==> src/common/vga_timing_pkg.sv <==
// package for the 640x480 raster timing generator
// assumes one pixel-rate clock feeding the generator
package vga_timing_pkg;
  localparam int h_cnt_w = 10;
  localparam int v_cnt_w = 10;
  localparam int rgb_w = 3;
  // horizontal, in pixel clocks
  localparam logic [9:0] h_visible_interval = 10'h280;
  localparam logic [9:0] h_front_porch_interval = 10'h010;
  localparam logic [9:0] h_sync_pulse_width = 10'h060;
  localparam logic [9:0] h_back_porch_interval = 10'h030;
  localparam logic [9:0] h_total = 10'h320;
  // vertical, in lines
  localparam logic [9:0] v_visible_interval = 10'h1E0;
  localparam logic [9:0] v_front_porch_interval = 10'h00A;
  localparam logic [9:0] v_sync_pulse_width = 10'h002;
  localparam logic [9:0] v_back_porch_interval = 10'h01D;
  localparam logic [9:0] v_total = 10'h209;
  localparam logic [2:0] rgb_black = 3'h0;
  localparam logic [9:0] cnt_zero = 10'h000;
  localparam logic [9:0] cnt_one = 10'h001;
  localparam int fifo_depth = 16;
endpackage

==> src/verilog/vga_timing_gen.sv <==
// 640x480 raster timing generator with a pixel data fifo
// assumes i_core_clk is the pixel clock; pixel source obeys valid/ready
// Overview of operation
// advance one pixel position per pixel clock; 640x480 at about 60 Hz
// each line is 800 clocks, the first 640 visible
// horizontal sync 96 clocks, vertical sync 2 lines
// horizontal front porch 16 clocks before sync, back porch 48 after
// vertical front porch 10 lines before sync, back porch 29 after
// each frame is 521 lines, 480 visible
// colour outputs black during any porch or sync interval except the first front porch clock, which still shows the last visible pixel
// pixel counter increments each clock; decoded into horizontal sync
// row counter increments once per horizontal sync; decoded into vertical sync
// both counters wrap freely and are exported as buffer address
// counter origin at start of visible area to ease addressing
// three one-bit colour outputs, all zero is black
// both sync outputs active low, idle high
// reset zeroes counters, releases syncs and forces black
`timescale 1ns/1ps

module pixel_fifo #(
  parameter int width = 3,
  parameter int depth = 16
) (
  // clock and reset
  input wire logic i_core_clk,
  input wire logic i_reset,
  // fill side
  input wire logic i_in_valid,
  output logic o_in_ready,
  input wire logic [width-1:0] i_in_data,
  // drain side
  output logic o_out_valid,
  input wire logic i_out_ready,
  output logic [width-1:0] o_out_data
);
  localparam int aw = $clog2(depth);
  typedef struct packed {
    logic [depth-1:0][width-1:0] mem;
    logic [aw-1:0] wr;
    logic [aw-1:0] rd;
    logic [aw:0] cnt;
  } fifo_s;
  fifo_s q_r, q_nxt;
  logic push, pop;

  assign o_in_ready = 32'(q_r.cnt) != depth;
  assign o_out_valid = q_r.cnt != '0;
  assign o_out_data = q_r.mem[q_r.rd];
  assign push = i_in_valid && o_in_ready;
  assign pop = o_out_valid && i_out_ready;

  always_comb
  begin
    q_nxt = q_r;
    if (push)
    begin
      q_nxt.mem[q_r.wr] = i_in_data;
      q_nxt.wr = aw'(32'(q_r.wr) == depth - 1 ? 0 : 32'(q_r.wr) + 1);
    end
    if (pop)
      q_nxt.rd = aw'(32'(q_r.rd) == depth - 1 ? 0 : 32'(q_r.rd) + 1);
    if (push && !pop)
      q_nxt.cnt = q_r.cnt + 1'b1;
    else if (pop && !push)
      q_nxt.cnt = q_r.cnt - 1'b1;
    if (i_reset)
      q_nxt = '0;
  end

  always_ff @(posedge i_core_clk)
  begin
    q_r <= q_nxt;
  end
endmodule // pixel_fifo

module vga_timing_gen
  import vga_timing_pkg::*;
#(
  parameter int fifo_words = vga_timing_pkg::fifo_depth
) (
  // clock and reset
  input wire logic i_core_clk,
  input wire logic i_reset,
  // pixel source
  input wire logic i_pix_valid,
  output logic o_pix_ready,
  input wire logic [vga_timing_pkg::rgb_w-1:0] i_pix_rgb,
  // display buffer address
  output logic [vga_timing_pkg::h_cnt_w-1:0] o_pixel_col,
  output logic [vga_timing_pkg::v_cnt_w-1:0] o_pixel_row,
  output logic o_visible,
  // monitor pins
  output logic o_horizontal_sync_pulse_n,
  output logic o_vertical_sync_pulse_n,
  output logic o_red,
  output logic o_green,
  output logic o_blue
);
  import vga_timing_pkg::*;

  typedef struct packed {
    logic [h_cnt_w-1:0] col;
    logic [v_cnt_w-1:0] row;
    logic hs_n;
    logic vs_n;
    logic [rgb_w-1:0] rgb;
  } gen_s;

  gen_s s_r, s_nxt;
  logic f_valid, f_take;
  logic [rgb_w-1:0] f_data;
  logic in_vis;

  // true while the count lies inside [start, start+width)
  function automatic logic in_win(input logic [9:0] c, input logic [9:0] st,
                                  input logic [9:0] w);
    in_win = (c >= st) && (c < st + w);
  endfunction

  pixel_fifo #(.width(rgb_w), .depth(fifo_words)) u_fifo (
    .i_core_clk(i_core_clk),
    .i_reset(i_reset),
    .i_in_valid(i_pix_valid),
    .o_in_ready(o_pix_ready),
    .i_in_data(i_pix_rgb),
    .o_out_valid(f_valid),
    .i_out_ready(f_take),
    .o_out_data(f_data)
  );

  assign in_vis = (s_r.col < h_visible_interval) && (s_r.row < v_visible_interval);
  assign f_take = in_vis;
  assign o_visible = in_vis;
  assign o_pixel_col = s_r.col;
  assign o_pixel_row = s_r.row;
  assign o_horizontal_sync_pulse_n = s_r.hs_n;
  assign o_vertical_sync_pulse_n = s_r.vs_n;
  assign o_red = s_r.rgb[2];
  assign o_green = s_r.rgb[1];
  assign o_blue = s_r.rgb[0];

  always_comb
  begin
    s_nxt = s_r;
    // pixel counter, wraps after 800 clocks
    if (s_r.col == h_total - cnt_one)
    begin
      s_nxt.col = cnt_zero;
      // row counter, wraps after 521 lines
      if (s_r.row == v_total - cnt_one)
        s_nxt.row = cnt_zero;
      else
        s_nxt.row = s_r.row + cnt_one;
    end
    else
      s_nxt.col = s_r.col + cnt_one;
    // sync decode: visible, front porch, sync, back porch
    s_nxt.hs_n = !in_win(s_nxt.col, h_visible_interval + h_front_porch_interval,
                         h_sync_pulse_width);
    s_nxt.vs_n = !in_win(s_nxt.row, v_visible_interval + v_front_porch_interval,
                         v_sync_pulse_width);
    // colour follows counter by one clock, black in blanking or on underrun
    s_nxt.rgb = (in_vis && f_valid) ? f_data : rgb_black;
    if (i_reset)
    begin
      s_nxt.col = cnt_zero;
      s_nxt.row = cnt_zero;
      s_nxt.hs_n = 1'b1;
      s_nxt.vs_n = 1'b1;
      s_nxt.rgb = rgb_black;
    end
  end

  always_ff @(posedge i_core_clk)
  begin
    s_r <= s_nxt;
  end
endmodule // vga_timing_gen

==> config.mk <==
export PLATFORM = sky130hd
export DESIGN_NAME = vga_timing_gen
export DESIGN_NICKNAME = d
export VERILOG_FILES = /design/src/common/vga_timing_pkg.sv /design/src/verilog/vga_timing_gen.sv
export SDC_FILE = /design/constraint.sdc
export NUM_CORES = 1
export LEC_CHECK = 0
export BUFFER_PORTS_ARGS = -buffer_cell sky130_fd_sc_hd__clkbuf_2
export CAP_MARGIN = 20
export CORE_UTILIZATION = 45
export CTS_CLUSTER_SIZE = 10
export DETAILED_ROUTE_END_ITERATION = 7
export PLACE_DENSITY_LB_ADDON = 0.12
export SETUP_SLACK_MARGIN = 0.15
export SLEW_MARGIN = 30
export SYNTH_ARGS = -nofsm -noshare
export SYNTH_HDL_FRONTEND = slang
export SYNTH_SLANG_ARGS = --single-unit
==> constraint.sdc <==
create_clock -name i_core_clk -period 4.05 [get_ports i_core_clk]
set_clock_uncertainty 0.2 [all_clocks]
set_input_delay 0.405 -clock i_core_clk [delete_from_list [all_inputs] [get_ports i_core_clk]]
set_output_delay 0.405 -clock i_core_clk [all_outputs]
set_load 0.02 [all_outputs]
=== Word-level counts from Yosys, hierarchy flattened ===
Index checks and enable logic that the tools add are counted.

* Reductions and logical operators: 15
* Multiplexer cells: 12
* Bitwise operators: 1
* Equality and inequality tests: 5
* $lt $le $gt $ge: 9
* $add $sub $neg: 6

{| class="wikitable"
|+ Operators by type and width
! operator !! number
|-
| $bwmux 48 || 1
|-
| $mux 10 || 3
|-
| $add 10x1->10 const B || 2
|-
| $eq 10x10->1 const B || 2
|-
| $lt 10x10->1 const B || 2
|-
| $lt 10x9->1 const B || 2
|-
| $bmux 3 s4 || 1
|-
| $demux 3 s4 || 1
|-
| $ge 10x10->1 const B || 1
|-
| $ge 10x9->1 const B || 1
|-
| $lt 4x5->1 const B || 2
|-
| $mux 5 || 2
|-
| $add 4x1->4 const B || 2
|-
| $eq 4x4->1 const B || 2
|-
| $logic_and 1x1->1 || 8
|-
| $mux 4 || 2
|-
| $mux 3 || 2
|-
| $add 5x1->5 const B || 1
|-
| $ne 5x5->1 const B || 1
|-
| $reduce_bool 5->1 || 1
|-
| $sub 5x1->5 const B || 1
|-
| $ge 4x1->1 const B || 1
|-
| $logic_not 1->1 || 4
|-
| $reduce_bool 2->1 || 1
|-
| 2 further kinds || 2
|}

* Bits of input ports: 6
* Output and inout port bits: 27
* Logic and storage cells: 72
* Register bits after elaboration: 86

=== Longest topological paths before layout ===
Gate-level depths: netlist (run 1).

* Depth in word-level cells: 6
* Mapped depth: 14
* Gate-level depth less buffers: 13

=== Hierarchy ===
A second synthesis (run 1) with hierarchy kept.

* Cell total of the unflattened synthesis: 447
* Area total of the unflattened synthesis: 4610.7 um2

{| class="wikitable"
|+ By module, submodules not included
! module !! area an instance (um2) !! times used !! sequential area each (um2) !! cells each
|-
| pixel_fifo || 3258.1 || 1 || 1221.2 || 294
|-
| vga_timing_gen || 1352.5 || 1 || 500.5 || 153
|}

=== Worst setup path before layout (run 1) ===
OpenSTA, ideal clock, no wires.

* Path type: register to register
* Start: register s_r (netlist bit o_pixel_row[5])
* End: register u_fifo.q_r[4] (netlist name)
* Data required time: 3.722 ns
* Setup time: 0.128 ns
* Stages on the path, launching flop included: 14
* Clock period less this slack: 3.217 ns
* Slack: 0.833 ns
* Arrival time: 2.889 ns
* Buffers on the path: 0
* Path through: dfxtp_1 > nand2_1 > o211a_1 > o21a_1 > inv_1 > ha_1 > inv_1 > ha_1 > nor2b_1 > o21a_1 > or3_1 > a21oi_1 > xnor2_1 > nor2_1

* Word-level cells in the longest chain between the ends: 6
* Elaborated cells on any way between the ends: 8
* Classes of those cells: order compare (1); mux (1); reduce/logical (6)

{| class="wikitable"
|+ RTL lines
! element !! line !! source
|-
| start: declaration || vga_timing_gen.sv:109 || <nowiki>gen_s s_r, s_nxt;</nowiki>
|-
| start signal: assignment || vga_timing_gen.sv:176 || <nowiki>s_r <= s_nxt;</nowiki>
|-
| $lt 10x9->1 * || vga_timing_gen.sv:131 || <nowiki>assign in_vis = (s_r.col < h_visible_interval) && (s_r.row < v_visible_interval);</nowiki>
|-
| $logic_and 1x1->1 * || vga_timing_gen.sv:131 ||
|-
| net o_visible || vga_timing_gen.sv:91 || <nowiki>output logic o_visible,</nowiki>
|-
| $logic_and 1x1->1 * || vga_timing_gen.sv:50 || <nowiki>assign pop = o_out_valid && i_out_ready;</nowiki>
|-
| $logic_not 1->1 || vga_timing_gen.sv:62 || <nowiki>if (push && !pop)</nowiki>
|-
| $logic_and 1x1->1 || vga_timing_gen.sv:62 ||
|-
| $mux 5 or $reduce_bool 2->1 (tied branches) || -- ||
|-
| end signal: assignment || vga_timing_gen.sv:72 || <nowiki>q_r <= q_nxt;</nowiki>
|-
| end: declaration || vga_timing_gen.sv:43 || <nowiki>fifo_s q_r, q_nxt;</nowiki>
|}

The timed path passes the listed nets; every way through them passes the cells marked *.
A chain may end at the register's enable or synchronous reset.

=== Final worst setup path (run 1) ===
* Start: register s_r (netlist bit o_pixel_row[5])
* End: register u_fifo.q_r[4] (netlist name)

* Word-level cells in the longest chain between the ends: 6
* Elaborated cells on any way between the ends: 8
* Classes of those cells: order compare (1); mux (1); reduce/logical (6)

{| class="wikitable"
|+ RTL lines
! element !! line
|-
| $lt 10x9->1 * || vga_timing_gen.sv:131
|-
| $logic_and 1x1->1 * || vga_timing_gen.sv:131
|-
| $logic_and 1x1->1 * || vga_timing_gen.sv:50
|-
| $logic_not 1->1 || vga_timing_gen.sv:62
|-
| $logic_and 1x1->1 || vga_timing_gen.sv:62
|-
| $mux 5 or $reduce_bool 2->1 (tied branches) || --
|}

Every way passes the cells marked *; elsewhere a longest branch is shown, timed or not.

==> results of run 1 <==
report_power, final:
| group | total (mW) | internal, mW | switching [mW] |
|---|---|---|---|
| sequential | 0.972 | 0.891 | 0.0818 |
| clock | 0.689 | 0.369 | 0.321 |
| combinational | 0.467 | 0.220 | 0.247 |
| total | 2.13 | 1.48 | 0.649 |
critical path: stages, from the launching register on:
cell	delay, ns
dfxtp_1	0.48
nand2_1	0.23
o211a_1	0.31
o21a_1	0.18
inv_1	0.16
ha_1	0.23
inv_1	0.10
ha_1	0.31
nor2b_1	0.15
o21a_1	0.17
or3_1	0.30
a21oi_1	0.18
xnor2_1	0.13
nor2_1	0.05
through the flow:
step           instances  setup WS, ns  hold slack [ns]  area, um^2
5_1_grt              565         0.491            0.331        4580
6_report             565         0.738            0.295        4580
2_1_floorplan        431         0.833            0.258        4170
3_3_place_gp         549         0.845            0.270        4350
3_5_place_dp         549         0.764            0.279        4350
4_1_cts              565         0.728            0.299        4580
path summary, 6_finish.rpt:
kind                   from             end  slack (ns)  cells after the start
max          o_pixel_row[5]   u_fifo.q_r[4]        0.74                     13
min          u_fifo.q_r[21]  u_fifo.q_r[21]        0.29                      2
max reg2reg  o_pixel_row[5]   u_fifo.q_r[4]        0.74                     13
min reg2reg  u_fifo.q_r[21]  u_fifo.q_r[21]        0.29                      2
cell usage in the layout, fill, tap and decap left out, types with 4 or more instances in the layout:
cell and n:
nor2_1 84, ha_1 13, mux2i_1 50, or3_1 4, dfxtp_1 86, and2_1 4, nand2_1 16, nand3_1 25
nor2b_1 7, clkbuf_8 10, nor3_1 10, a21oi_1 18, mux4_2 15, xnor2_1 9, o21ai_0 8, inv_1 11
nor3b_1 4, clkbuf_2 31, xor2_1 8
logic make-up after synthesis:
kind of cell,after synthesis,synth area share
buf+inv,35,0.0406
mux,65,0.201
flops,86,0.413
xor+xnor,17,0.0357
compound gates,44,0.0697
fa+ha+maj,14,0.0439
simple gates,170,0.196
state kept, by name (all words and copies together) (netlist names):
| name | cells |
|---|---|
| o_pixel_row | 10 |
| o_green | 1 |
| o_horizontal_sync_pulse_n | 1 |
| u_fifo.q_r | 61 |
| o_red | 1 |
| o_blue | 1 |
| o_pixel_col | 10 |
| o_vertical_sync_pulse_n | 1 |
layout make-up:
type	instances	area, um^2
Multi-Input combinational cell	310	2270
Clock inverter	6	93.8
Inverter	11	41.3
Tap cell	108	135
Clock buffer	10	138
Fill cell	819	4270
Sequential cell	86	1720
Timing Repair Buffer	34	175
metal layers:
layer  routed length, um  part of all wire  up-vias  track usage
met1                4540              0.53     1425        0.274
met3                 240             0.028       11       0.0315
met2                3720              0.43       43        0.284
met5                   0                 0        -            0
met4                 126             0.015        0       0.0758
li1                    -                 -     1552            -
==> results.cfg, run 1 <==
[yosys]
syn_inst = 431
yosys_warnings = 0
ys_ff_latch = 86
synth.top_cell.area_share = 0.413
synth.cell_area_um2 = 4170
synthArstFlopShare = 0
synth_area_per_cell_um2 = 9.66
synthFlopType = dfxtp_1
yosys.area.top_type = dfxtp_1
synth-edff-count = 0
synth_cell_types = 53
synth.most_common_cell = dfxtp_1
netlist_top_cells_area = dfxtp_1 (41%), mux2i_1 (12%), mux4_2 (8.1%), nor2_1 (7.6%), ha_1 (3.9%)
syn_nets = 451
ys_seq_area_frac = 0.413
ys_top_cells_by_count = dfxtp_1 (86), nor2_1 (84), mux2i_1 (50)

[cts]
cts-root-buf = clkbuf_8
cts_made_buffers = 9
clk_latency_ns = 0.36
clock_path_buffers = 2
cts_sinks = 86
h-tree-depth = 3
cts_setup_buffers = 0
cts_tree = done
clkTransAtPathRegs_ns = 0.09
post_cts_resized = 0
cts-hold-fix-buffers = 0

[worst_setup_path]
cp-start-kind = flop
critical_path_class = reg2reg
worst-endpoint-arrival_ns = 3.33
worst-endpoint-required_ns = 4.07
worstPathMaxFanout = 7
setup.worst_path.end_class = flop

[floorplanning]
io_pins = 33
die_area_um2 = 9650
core_area_um2 = 8850
die_w_um = 98.2
initial_core_util = 0.471
rows = 34
die_h_um = 98.2

[cells_and_area]
drive_above_1_share = 0.160
utilization = 0.518
synthToLayoutAreaGrowth_pct = 9.94
n_antenna_cell = 0
nNetsFinal = 472

[placed_design]
post-dp-hpwl_um = 6090
place.gp.congestion = 0.873
port_buffers = 32

[power]
power_leakage_nw = 2.03
p_per_area_nw_per_um2 = 465
peakVddDrop_v = 0.000218
total_power_mw = 2.13

[grt]
antenna_found_initial = 0
grt_max_degree = 47
grt_usage = 0.190
overflow = 0
first_global_vias = 2830
grt_pass1_wl_um = 14400

[sta]
setup_viol = 0
timing.fmax_ghz = 0.302
drv_slew = 0
period_share = 0.818
period_needed_ns = 3.31
rsz0062_at_grt = false
worst_pin_slew_ns = 0.874
tns_ns = 0
slew_headroom = 0.417
finalHoldViolations = 0

[route]
viasPerCell = 5.36
final_antenna_net_count = 0
routedWlPerCell_um = 15.3
drtPass1Iterations = 8
drt_iter0_markers = 118
vias = 3031
route.detailed.drc = 4
wl_um = 8630

[outcome]
violations = DRC
status = finished, violations left

[job]
maxCapViolations = 0

[worst_hold_path]
hp-class = reg2reg
No activity file was read; power rests on OpenSTA's default activity.
==> inputs of run 2 (changes only) <==
- clock period: 4.05 -> 2.73 ns (I/O delays scaled with it)
==> results.cfg, run 2 (synthesized netlist as in run 1, its figures left out) <==
[cells_and_area]
drive_above_1_share = 0.254
utilization = 0.556
n_antenna_cell = 0
nNetsFinal = 504
fill_cells = 819
synthToLayoutAreaGrowth_pct = 18.1
final_common_cell = nor2_1
top_register = u_fifo.q_r
largest_reg_flops = 61
layout_common_cells = nor2_1 (84), dfxtp_1 (80), mux2i_1 (50), buf_4 (33), clkbuf_2 (32)

[worst_hold_path]
min_path_cells = 3
whs_endpoint = u_fifo.q_r[58]
min_from = i_pix_rgb[0]
hp-class = in2reg

[worst_setup_path]
critPathMaxStageDelay_ns = 0.51
worst-endpoint-required_ns = 2.76
setup.worst_path.end_class = flop
cp.depth = 12
reg2regPathDepth = 12
critical_path_class = reg2reg
cp-startpoint = u_fifo.q_r[0]
critical-path-top-delay-family = simple AND/OR/NAND/NOR gates
worstPathMaxFanout = 3
crit_chain = or4_1 -> o21a_1 -> inv_2 -> ha_4 -> inv_4 -> ha_4 -> nor2b_4 -> o21a_1 -> or3_1 -> a21oi_2 -> xnor2_1 -> nor2_1
cp-start-kind = flop
rr_startpoint = u_fifo.q_r[0]
path_buf_inv = 2
worst-endpoint-arrival_ns = 2.81
ff2ff_setup_slack_ns = -0.06
rr_endpoint = u_fifo.q_r[4]
crit_slowest_cell = or4_1

[placed_design]
place.gp.congestion = 0.838
post-dp-hpwl_um = 6330
port_buffers = 32

[route]
routedWlPerCell_um = 15.0
vias = 3218
route.detailed.drc = 3
viasPerCell = 5.39
wl_um = 8940
drtPass1Iterations = 8
final_antenna_net_count = 0
drt_iter0_markers = 163

[floorplanning]
initial_core_util = 0.471
rows = 34
core_area_um2 = 8850
io_pins = 33
die_w_um = 98.2
die_area_um2 = 9650
die_h_um = 98.2

[grt]
grt_pass1_wl_um = 15200
grt_usage = 0.196
antenna_found_initial = 0
overflow = 0
grt_use_met3 = 0.0358
first_global_vias = 3168
grt_use_met1 = 0.260
grt_busiest_layer = met2
grt_max_degree = 50
gr-usage-met2 = 0.327

[sta]
finalWorstSetupSlack_ns = -0.0582
finalHoldViolations = 0
period_share = 1.02
tns_ns = -0.0582
timing.fmax_ghz = 0.359
worst_pin_slew_ns = 0.715
period_needed_ns = 2.79
setup_viol = 1
rsz0062_at_grt = true
slew_headroom = 0.523
drv_slew = 0

[cts]
cts-root-buf = clkbuf_8
clkTransAtPathRegs_ns = 0.10
cts_made_buffers = 9
cts_tree = done
cts_sinks = 86
h-tree-depth = 3
clk_latency_ns = 0.35
clock_path_buffers = 2

[power]
peakVddDrop_v = 0.000319
power_leakage_nw = 2.21
p_per_area_nw_per_um2 = 700

[outcome]
violations = DRC, setup timing
status = finished, violations left

[job]
maxCapViolations = 0
## run 2: cell count changes in the layout (fill, tap and decap cells not counted), sizes merged
cell	change
buf	+31
inv	+2
clkinvlp	-1
## run 2: what timing repair did
item	4_1_cts	5_1_grt
gates cloned	0	0
hold buffers	0	0
pin swaps	2	5
buffers inserted	2	3
gates resized for setup	1	10
setup endpoints to repair	2	3
## run 2: metrics by stage
step | worst slack, ns | power, mW | area, um^2 | hold WS, ns | cells
5_1_grt | -0.214 | 3.66 | 4920 | 0.235 | 597
2_1_floorplan | -0.106 | 2.06 | 4220 | 0.217 | 431
3_3_place_gp | -0.0283 | 2.33 | 4610 | 0.270 | 576
3_5_place_dp | -0.0851 | 2.35 | 4610 | 0.282 | 576
6_report | -0.0582 | 3.45 | 4920 | 0.229 | 597
4_1_cts | -0.0758 | 3.40 | 4850 | 0.211 | 594
## run 2: final cells by class
class / count / area (um^2) / area share
timing repair buffer: 66 / 428 / 0.0870
clock buffer: 9 / 124 / 0.0252
multi-input combinational: 310 / 2360 / 0.479
inverter: 11 / 43.8 / 0.00890
clock inverter: 7 / 103 / 0.0209
tap: 108 / 135 / 0.0275
sequential: 86 / 1730 / 0.351
## run 2: tightest hold or removal path, stage by stage
cell	delay [ns]
clkbuf_2	0.23
mux2i_1	0.19
nor2_1	0.05
## run 2: how the worst max path moves through the flow
stage | slack (ns) | to
5_1_grt | -0.21 | u_fifo.q_r[4]
6_report | -0.06 | u_fifo.q_r[4]
4_1_cts | -0.08 | u_fifo.q_r[4]
3_3_place_gp | -0.03 | u_fifo.q_r[4]
2_1_floorplan | -0.11 | u_fifo.q_r[4]
3_5_place_dp | -0.09 | u_fifo.q_r[4]
## run 2: layer usage
metal | routed length, um | share of wire
met1 | 4220 | 0.47
met2 | 4320 | 0.48
met3 | 300 | 0.034
met4 | 102 | 0.011
met5 | 0 | 0
## run 2: where the power goes
part           internal [mW]  leakage [nW]  switching [mW]
Combinational          0.526          1.40           0.541
Clock                  0.529         0.116           0.482
Sequential              1.32         0.699          0.0452
Total                   2.38          2.21            1.07
